--- src/latch_driver_pkg.sv ---
// Shared constants for the serial to parallel latch driver
package latch_driver_pkg;
  // Structure
  localparam int STAGES = 32;
  localparam int FIFO_DEPTH = 4;
  localparam int BIT_WIDTH = 1;

  // System clock
  localparam int CLK_PERIOD_NS = 50;

  // Timing the controller keeps on the pins
  localparam int SCLK_MAX_KHZ = 8000;
  localparam int SCLK_MIN_PERIOD_NS = 1000000 / SCLK_MAX_KHZ;
  localparam int SCLK_MIN_WIDTH_NS = 62;
  localparam int LE_DELAY_NS = 50;
  localparam int LE_WIDTH_NS = 50;
  localparam int LE_SETUP_NS = 50;

  // Least times rounded up to whole system clock cycles
  localparam int SCLK_MIN_WIDTH_CYC = (SCLK_MIN_WIDTH_NS + CLK_PERIOD_NS - 1) / CLK_PERIOD_NS;
  localparam int SCLK_MIN_PERIOD_CYC = (SCLK_MIN_PERIOD_NS + CLK_PERIOD_NS - 1) / CLK_PERIOD_NS;
  localparam int LE_WIDTH_CYC = (LE_WIDTH_NS + CLK_PERIOD_NS - 1) / CLK_PERIOD_NS;

  // Reset values of control state and outputs
  localparam logic FLAG_RESET = 1'h0;
  localparam logic PIN_RESET = 1'h0;
endpackage

--- src/bit_fifo.sv ---
// Small synchronous FIFO with valid/ready on both sides
`timescale 1ns/1ns
module bit_fifo #(
  parameter int WIDTH = 1,
  parameter int DEPTH = 4
) (
  input wire logic clock_i,
  input wire logic rst_n_i,
  input wire logic in_valid_i,
  output logic in_ready_o,
  input wire logic [WIDTH-1:0] in_data_i,
  output logic out_valid_o,
  input wire logic out_ready_i,
  output logic [WIDTH-1:0] out_data_o
);
  localparam int PW = (DEPTH > 1) ? $clog2(DEPTH) : 1;
  localparam int CW = $clog2(DEPTH + 1);
  localparam logic [CW-1:0] FULL_COUNT = CW'(DEPTH);
  localparam logic [PW-1:0] LAST_SLOT = PW'(DEPTH - 1);

  logic [WIDTH-1:0] mem_ff [DEPTH];
  logic [PW-1:0] wr_ptr_ff, nxt_wr_ptr;
  logic [PW-1:0] rd_ptr_ff, nxt_rd_ptr;
  logic [CW-1:0] count_ff, nxt_count;
  logic push, pop;

  // Full and empty come straight from the occupancy count
  assign in_ready_o = (count_ff != FULL_COUNT);
  assign out_valid_o = (count_ff != '0);
  assign out_data_o = mem_ff[rd_ptr_ff];
  assign push = in_valid_i && in_ready_o;
  assign pop = out_valid_o && out_ready_i;

  // Pointer and count update, wrapping at the last slot
  always_comb begin
    nxt_wr_ptr = wr_ptr_ff;
    nxt_rd_ptr = rd_ptr_ff;
    nxt_count = count_ff;
    if (push) begin
      nxt_wr_ptr = (wr_ptr_ff == LAST_SLOT) ? '0 : wr_ptr_ff + PW'(1);
    end
    if (pop) begin
      nxt_rd_ptr = (rd_ptr_ff == LAST_SLOT) ? '0 : rd_ptr_ff + PW'(1);
    end
    if (push && !pop) begin
      nxt_count = count_ff + CW'(1);
    end else if (pop && !push) begin
      nxt_count = count_ff - CW'(1);
    end
  end

  always_ff @(posedge clock_i) begin
    if (!rst_n_i) begin
      wr_ptr_ff <= '0;
      rd_ptr_ff <= '0;
      count_ff <= '0;
    end else begin
      wr_ptr_ff <= nxt_wr_ptr;
      rd_ptr_ff <= nxt_rd_ptr;
      count_ff <= nxt_count;
    end
  end

  // Storage carries no reset; only written slots are ever read
  always_ff @(posedge clock_i) begin
    if (push) begin
      mem_ff[wr_ptr_ff] <= in_data_i;
    end
  end
endmodule

--- src/latch_bank.sv ---
// Transfer latches and output enable gating for each channel
`timescale 1ns/1ns
module latch_bank #(
  parameter int CHANNELS = 32
) (
  input wire logic clock_i,
  input wire logic rst_n_i,
  input wire logic capture_i,
  input wire logic [CHANNELS-1:0] word_i,
  input wire logic output_enable_i,
  output logic [CHANNELS-1:0] latch_o,
  output logic [CHANNELS-1:0] channel_o
);
  logic [CHANNELS-1:0] latch_ff, nxt_latch;
  logic [CHANNELS-1:0] chan_ff, nxt_chan;

  // Latches follow the word while capturing, else hold
  always_comb begin
    nxt_latch = capture_i ? word_i : latch_ff;
  end

  // One gate per channel; enable low forces every channel low
  genvar ch;
  generate
    for (ch = 0; ch < CHANNELS; ch++) begin : g_gate
      always_comb begin
        nxt_chan[ch] = output_enable_i & nxt_latch[ch];
      end
    end
  endgenerate

  // Latch contents are not reset: undefined until the first transfer
  always_ff @(posedge clock_i) begin
    latch_ff <= nxt_latch;
  end

  // Channel drivers are blanked by reset so the panel starts dark
  always_ff @(posedge clock_i) begin
    if (!rst_n_i) begin
      chan_ff <= '0;
    end else begin
      chan_ff <= nxt_chan;
    end
  end

  assign latch_o = latch_ff;
  assign channel_o = chan_ff;
endmodule

--- src/latch_driver.sv ---
// Serial to parallel shift register with latched, gated channel outputs
// Notes on behaviour
// - Thirty-two shift stages, thirty-two transfer latches, and output gating logic.
// - Each rising shift clock edge loads serial input and advances every stage; shift_hold_i stalls the stages and an edge meeting a full queue is lost.
// - Serial data output always shows the last, thirty-second stage for chaining; during reset the code holds it at PIN_RESET instead.
// - Latch strobe and output enable never stall, clear or alter shifting.
// - Latch strobe high makes each latch follow its shift stage; the code delays the transfer until no bits are queued.
// - Latch strobe low makes the latches hold their last captured values; an owed strobe still transfers with strobe low once the queue drains.
// - Output enable low forces all channels low; high passes latch values.
`timescale 1ns/1ns
module latch_driver #(
  parameter int STAGE_COUNT = latch_driver_pkg::STAGES,
  parameter int QUEUE_DEPTH = latch_driver_pkg::FIFO_DEPTH
) (
  input wire logic clock_i,
  input wire logic rst_n_i,
  input wire logic shift_clk_i,
  input wire logic serial_in_i,
  input wire logic latch_strobe_i,
  input wire logic output_enable_i,
  input wire logic shift_hold_i,
  output logic serial_out_o,
  output logic [STAGE_COUNT-1:0] hv_channel_out_o,
  output logic overrun_o
);
  import latch_driver_pkg::*;

  logic sclk_prev_ff, nxt_sclk_prev;
  logic shift_edge;
  logic q_in_ready;
  logic q_out_valid;
  logic q_out_ready;
  logic [BIT_WIDTH-1:0] q_out_data;
  logic pop;
  logic [STAGE_COUNT-1:0] shift_ff, nxt_shift;
  logic serial_out_ff, nxt_serial_out;
  logic overrun_ff, nxt_overrun;
  logic strobe_owed_ff, nxt_strobe_owed;
  logic capture;
  logic [STAGE_COUNT-1:0] latch_word;
  // Helper state that tells when the data path holds only known bits
  localparam int FILL_W = $clog2(STAGE_COUNT + 1);
  logic [FILL_W-1:0] fill_ff, nxt_fill;
  logic shift_full;
  logic latch_known_ff, nxt_latch_known;

  // Shift clock is a plain pin sampled at 20 MHz; a rising edge is a
  // low sample followed by a high one. Works because the clock is slow
  always_comb begin
    nxt_sclk_prev = shift_clk_i;
  end

  always_ff @(posedge clock_i) begin
    if (!rst_n_i) begin
      sclk_prev_ff <= PIN_RESET;
    end else begin
      sclk_prev_ff <= nxt_sclk_prev;
    end
  end

  assign shift_edge = shift_clk_i && !sclk_prev_ff;

  // Each edge queues the sampled serial bit; the queue absorbs
  // a hold from the drain side of up to QUEUE_DEPTH edges without dropping bits
  bit_fifo #(
    .WIDTH(BIT_WIDTH),
    .DEPTH(QUEUE_DEPTH)
  ) u_queue (
    .clock_i(clock_i),
    .rst_n_i(rst_n_i),
    .in_valid_i(shift_edge),
    .in_ready_o(q_in_ready),
    .in_data_i(serial_in_i),
    .out_valid_o(q_out_valid),
    .out_ready_i(q_out_ready),
    .out_data_o(q_out_data)
  );

  // Drain stalls only on the hold input, never on strobe or enable
  assign q_out_ready = !shift_hold_i;
  assign pop = q_out_valid && q_out_ready;

  // Shift register: first stage takes the queued bit, the rest move on
  always_comb begin
    nxt_shift = shift_ff;
    if (pop) begin
      nxt_shift = {shift_ff[STAGE_COUNT-2:0], q_out_data};
    end
    nxt_serial_out = nxt_shift[STAGE_COUNT-1];
  end

  // No reset on the data path; contents are garbage until filled.
  // Saves a reset net across every stage at the cost of a fill time
  always_ff @(posedge clock_i) begin
    shift_ff <= nxt_shift;
  end

  // Counts bits moved in since reset, stopping at the stage count. Until
  // it stops, some stages still hold power-up garbage, so the whole-word
  // checks below wait for it rather than compare unknown values
  always_comb begin
    nxt_fill = fill_ff;
    if (pop && !shift_full) begin
      nxt_fill = fill_ff + FILL_W'(1);
    end
  end

  always_ff @(posedge clock_i) begin
    if (!rst_n_i) begin
      fill_ff <= '0;
    end else begin
      fill_ff <= nxt_fill;
    end
  end

  assign shift_full = (fill_ff == FILL_W'(STAGE_COUNT));

  // Chain output mirrors the last stage in the same cycle it changes
  always_ff @(posedge clock_i) begin
    if (!rst_n_i) begin
      serial_out_ff <= PIN_RESET;
    end else begin
      serial_out_ff <= nxt_serial_out;
    end
  end

  // Sticky overrun: an edge arrived while the queue was full and
  // that bit is lost; only reset clears it
  always_comb begin
    nxt_overrun = overrun_ff;
    if (shift_edge && !q_in_ready) begin
      nxt_overrun = 1'h1;
    end
  end

  always_ff @(posedge clock_i) begin
    if (!rst_n_i) begin
      overrun_ff <= FLAG_RESET;
    end else begin
      overrun_ff <= nxt_overrun;
    end
  end

  // Transfer waits until queued bits have reached the register, so a
  // strobe placed after the last edge latches that edge's bit. A strobe
  // that ends while bits are still queued is owed and applied later.
  always_comb begin
    nxt_strobe_owed = strobe_owed_ff;
    if (latch_strobe_i && q_out_valid) begin
      nxt_strobe_owed = 1'h1;
    end else if (!q_out_valid) begin
      nxt_strobe_owed = 1'h0;
    end
  end

  always_ff @(posedge clock_i) begin
    if (!rst_n_i) begin
      strobe_owed_ff <= FLAG_RESET;
    end else begin
      strobe_owed_ff <= nxt_strobe_owed;
    end
  end

  assign capture = (latch_strobe_i || strobe_owed_ff) && !q_out_valid;

  // Marks latches that took a fully loaded register; before that the
  // channels may show garbage if the enable is raised early
  always_comb begin
    nxt_latch_known = latch_known_ff;
    if (capture && shift_full) begin
      nxt_latch_known = 1'h1;
    end
  end

  always_ff @(posedge clock_i) begin
    if (!rst_n_i) begin
      latch_known_ff <= FLAG_RESET;
    end else begin
      latch_known_ff <= nxt_latch_known;
    end
  end

  // Latches and the per-channel enable gates
  latch_bank #(
    .CHANNELS(STAGE_COUNT)
  ) u_latches (
    .clock_i(clock_i),
    .rst_n_i(rst_n_i),
    .capture_i(capture),
    .word_i(shift_ff),
    .output_enable_i(output_enable_i),
    .latch_o(latch_word),
    .channel_o(hv_channel_out_o)
  );

  assign serial_out_o = serial_out_ff;
  assign overrun_o = overrun_ff;
endmodule

--- config.mk ---
export PLATFORM = sky130hd
export DESIGN_NAME = latch_driver
export DESIGN_NICKNAME = d
export VERILOG_FILES = /design/src/latch_driver_pkg.sv /design/src/bit_fifo.sv /design/src/latch_bank.sv /design/src/latch_driver.sv
export SDC_FILE = /design/constraint.sdc
export NUM_CORES = 1
export LEC_CHECK = 0
export BUFFER_PORTS_ARGS = -buffer_cell sky130_fd_sc_hd__buf_2
export CORE_UTILIZATION = 58
export CTS_CLUSTER_DIAMETER = 50
export DETAILED_ROUTE_END_ITERATION = 10
export HOLD_SLACK_MARGIN = 0.06
export PLACE_DENSITY_LB_ADDON = 0.1
export SETUP_SLACK_MARGIN = 0.4
export SLEW_MARGIN = 15
export SYNTH_ARGS = -nofsm -noshare
export SYNTH_HDL_FRONTEND = slang
export SYNTH_SLANG_ARGS = --single-unit
--- constraint.sdc ---
create_clock -name clock_i -period 3 [get_ports clock_i]
set_input_delay 0.6 -clock clock_i [delete_from_list [all_inputs] [get_ports clock_i]]
set_output_delay 0.6 -clock clock_i [all_outputs]
set_load 0.02 [all_outputs]
; Word-level counts from Yosys, hierarchy flattened
; Memories as Yosys holds them, arrays and structs flattened. A register that Yosys moved wholly into a read port is not among the register bits.
; Index checks and enable logic that the tools add are counted.
[totals]
ff_bits = 107
mem_bits_rw = 4
output_inout_bits = 34
n_memories = 1
[op_classes]
n_reduce_logical = 17
n_eq_ne = 4
n_addsub = 4
mux = 12
n_bitwise = 32
[mem_list]
columns = memory, depth, width, read_ports, rd_clocked_by_memory_dff, write_ports, line
row1 = u_queue.mem_ff, 4, 1, 1, 1, 1, bit_fifo.sv:21  ; logic [WIDTH-1:0] mem_ff [DEPTH];
[ops]
columns = cell, count
row1 = 32-bit two-way mux, 2
row2 = 1-bit AND, 32
row3 = 1-bit logical AND, 8
row4 = 2-bit two-way mux, 4
row5 = 1-bit logical NOT, 6
row6 = 3-bit two-way mux, 2
row7 = 2-bit by 1-bit adder with 2-bit output (second input constant), 2
row8 = 2-bit equality test (second input constant), 2
row9 = 1-bit two-way mux, 4
row10 = 3-bit by 1-bit adder with 3-bit output (second input constant), 1
row11 = 3-bit inequality test (second input constant), 1
row12 = 3-bit nonzero test, 1
row13 = 3-bit by 1-bit subtractor with 3-bit output (second input constant), 1
row14 = 2-bit by 1-bit inequality test with 1-bit output (second input constant), 1
row15 = 2-bit nonzero test, 1
row16 = 1-bit logical OR, 1

; Logic depth before layout (Yosys ltp)
[logic_depth]
word_depth = 7
ltp_mapped = 8
mapped_depth_nobuf = 8

; Hierarchy
; From an unflattened synthesis, not the netlist that was laid out.
[hier_totals]
hier_cells = 242
hier_area_um2 = 3766.1
[by_module_without_submodules]
columns = mod, cells_per_inst, instances, area_each_um2
row1 = latch_bank, 136, 1, 2014.4
row2 = latch_driver, 50, 1, 1123.6
row3 = bit_fifo, 56, 1, 628.1

; Worst setup path after synthesis
; OpenSTA, ideal clock, no wires.
[synth_path]
path_kind = input-to-reg
start = input shift_clk_i
end = register u_queue.count_ff[2]
path_slack_ps = 704
t_arrival_ps = 2220
stages = 8
setup_time_ps = 76
path_cell_list = nand2b_1 a21oi_1 ha_1 inv_1 fa_1 xor2_1 or3_1 a21boi_0
[synth_via]
elab_chain_cells = 5
word_cells_on_any_way = 7
cone_classes = mux: 1 / reduce/logical: 6
[synth_rtl]
columns = item, line
row1 = from (decl), latch_driver.sv:17  ; input wire logic shift_clk_i,
row2 = 1-bit logical AND (*), latch_driver.sv:61  ; assign shift_edge = shift_clk_i && !sclk_prev_ff;
row3 = 1-bit logical AND (*), bit_fifo.sv:31  ; assign push = in_valid_i && in_ready_o;
row4 = via u_queue.push, bit_fifo.sv:25  ; logic push, pop;
row5 = 1-bit logical NOT, bit_fifo.sv:47  ; end else if (pop && !push) begin
row6 = 1-bit logical AND, bit_fifo.sv:47
row7 = 2-bit nonzero test (no line), --
row8 = to (signal assigned), bit_fifo.sv:60  ; count_ff <= nxt_count;
row9 = to (decl), bit_fifo.sv:24  ; logic [CW-1:0] count_ff, nxt_count;
; Mark *: on every way through the listed nets, which the timed path passes. The rest lies on a longest branch.
; A chain may end at the register's enable or synchronous reset.

; Worst setup path in the final report
[layout_path]
start = register u_queue.count_ff[0]
end = register u_queue.count_ff[2]
[layout_via]
elab_chain_cells = 5
word_cells_on_any_way = 13
cone_classes = add/sub: 2 / eq/ne: 1 / mux: 2 / reduce/logical: 8
[layout_rtl]
columns = item
row1 = branches (longest 5 deep; another with 3-bit by 1-bit subtractor with 3-bit output)
; Several ways; the timed one is not identified. The select of a mux whose other input is x is not followed.

==> reports/metrics.yaml <==
cp_max_fo: 6
final_antenna_net_count: 0
fin_crit_sh: 0.8119
placed_cells: 441
vdd_drop_max_mv: 0.8736
hold_buffers: 0
finalNonFillerCells: 473
die_height_um: 86.12
setup_viol: 0
min_period_ps: 2436
synthTopCellsByArea: "dfxtp_1 (38%), edfxtp_1 (26%), mux2_4 (10%)"
via_per_inst: 5.349
power_mw: 5.988
htree_num_levels: 4
num_vias: 2530
fin_util: 0.7229
finalWirelength_mm: 7.034
powerDensity_mw_per_mm2: 1212
gp_congestion: 0.7437
fin_ws_ps: 564.4
rsz0062_at_grt: "no"
yosys_warnings: 0
grt_usage: 0.2068
hold_slack_ps: 311.1
avgRoutedWirePerCell_um: 14.87
arrival_ps: 2840
dp_slack_ps: 617.4
worstPathRequired_ps: 3410
antenna_found_initial: 0
diodes: 0
numCtsBuffers: 17
finalMaxSlewViolations: 0
grt_max_degree: 65
postPlaceCellArea_mm2: 0.004365
setup-tns-final_ps: 0
synth_cell_types: 33
critPathCaptureType: "register"
die_x_um: 86.12
cts_tree: "built"
synth_top_area_frac: 0.3805
synth-seq-area-share: 0.6366
start_util: 0.6007
syn-num-nets: 334
criticalPathCategory: "register to register"
synth-seq-cells: 113
grt_pass1_wl_mm: 11.58
skew_ps: 7.672
io_buffers: 40
hp-class: "primary input to register"
clockBufferDepth: 2
die_area_mm2: 0.007416
drt_iter0_markers: 261
syn_area_mm2: 0.004104
rows: 30
hold_viol: 0
syn_inst: 320
first_pass_iters: 4
cp-start-kind: "register"
clock_latency_ps: 500
hpwl_mm: 3.816
avgSynthCellArea_um2: 12.82
fmax_ghz: 0.4106
cts-root-buf: "clkbuf_8"
cap_violations: 0
pin_count: 41
cts_num_sinks: 113
power_leakage_nw: 2.034
nNetsFinal: 378
relSlewSlack: 0.4052
postCtsSetupBuffers: 0
post_cts_resized: 0
syn2layout_area_growth_pct: 20.34
drc_errors: 0
overflow: 0
clk_pin_slew_ps: 50
coreArea_mm2: 0.006832
grt_pass1_vias: 2379
synth_top_area_cell: "dfxtp_1"
outcome: "complete, no violations"
stdcell_area_mm2: 0.004938
tightest_slew_ps: 892.2
drive_gt1_frac: 0.2838
==> Yosys cell counts <==
cell / count
a21boi_0: 1
a21oi_1: 1
a41oi_1: 1
and2_1: 9
and3_1: 1
buf_1: 2
buf_2: 5
buf_6: 2
buf_8: 2
clkbuf_1: 11
dfxtp_1: 78
edfxtp_1: 35
fa_1: 1
ha_1: 6
inv_1: 5
mux2_1: 4
mux2_4: 28
mux2i_1: 3
mux4_2: 1
nand2_1: 39
nand2b_1: 3
nand4_1: 32
nor2_1: 3
nor2b_1: 2
nor3_4: 1
o211ai_1: 3
o21ai_0: 3
o21ai_1: 32
or2_1: 1
or3_1: 2
or4b_1: 1
xnor2_1: 1
xor2_1: 1
==> layout make-up <==
| class | count | area (µm²) |
|---|---|---|
| multi-input cells | 180 | 1349 |
| clock inverters | 5 | 50.05 |
| repair buffers | 47 | 265.3 |
| inverters | 5 | 18.77 |
| clock buffers | 27 | 523.0 |
| flip-flops and latches | 113 | 2613 |
| fillers | 478 | 1893 |
| well taps | 96 | 120.1 |
==> sequential cells by signal, summed over array words and instances (netlist names), named ones only <==
| name | count |
|---|---|
| sclk_prev_ff | 1 |
| u_queue.mem_ff | 4 |
| u_queue.rd_ptr_ff | 2 |
| strobe_owed_ff | 1 |
| u_queue.wr_ptr_ff | 2 |
| u_queue.count_ff | 3 |
| shift_ff | 32 |
| u_latches.latch_o | 32 |
| serial_out_o | 1 |
| overrun_o | 1 |
| u_latches.channel_o | 32 |
==> kinds of logic after synthesis <==
family,Yosys count,share of synthesized area
buffers and inverters,27,0.03537
DFF,113,0.6366
xor gates and xnor gates,2,0.004269
AOI/OAI and AO/OA,41,0.05335
and+or+nand+nor,94,0.1210
muxes,36,0.1262
adders and majority gates,7,0.02317
==> critical path, cell delays in order (launching register included) <==
cell and delay [ps]:
dfxtp_1 390, or3_1 410, nand2b_1 150, ha_1 230, inv_1 70, fa_1 390, xor2_1 170, or3_1 320
a21boi_0 230
==> placed cells by master (no fill, tap or decap), types with 4 or more instances in the layout <==
cell	instances
nand4_1	32
edfxtp_1	35
dfxtp_1	78
mux2_1	4
o21ai_1	32
nand2_1	39
clkinv_2	4
clkbuf_8	6
and2_1	7
inv_1	5
buf_4	6
clkbuf_1	4
clkbuf_16	17
buf_2	40
mux2_4	28
ha_1	6
==> layer usage <==
layer,track usage,share of wire,up-vias
met5,0,0,-
met4,0.07273,0.0051,0
met3,0.07507,0.040,6
met2,0.3001,0.46,70
met1,0.2864,0.49,1218
li1,-,-,1236
==> power by group <==
group | total [mW] | switching, mW | internal, mW | leakage (nW)
registers | 2.48 | 0.298 | 2.18 | 0.975
clock network | 1.89 | 0.639 | 1.25 | 0.287
logic | 1.62 | 0.859 | 0.763 | 0.772
total | 5.99 | 1.80 | 4.19 | 2.03
==> path summary, 6_finish.rpt <==
path | slack (ps) | startpoint | to | cells past startpoint
worst min register to register | 450 | u_latches.latch_o[21]$_DFF_P_ | u_latches.channel_o[21]$_SDFF_PN0_ | 2
worst min-delay path | 310 | serial_in_i | u_queue.mem_ff[1]$_DFFE_PP_ | 1
worst max-delay path | 560 | u_queue.count_ff[0]$_SDFFE_PN0P_ | u_queue.count_ff[2]$_SDFFE_PN0P_ | 8
worst max register to register | 560 | u_queue.count_ff[0]$_SDFFE_PN0P_ | u_queue.count_ff[2]$_SDFFE_PN0P_ | 8
(Power assumes the default switching activity.)
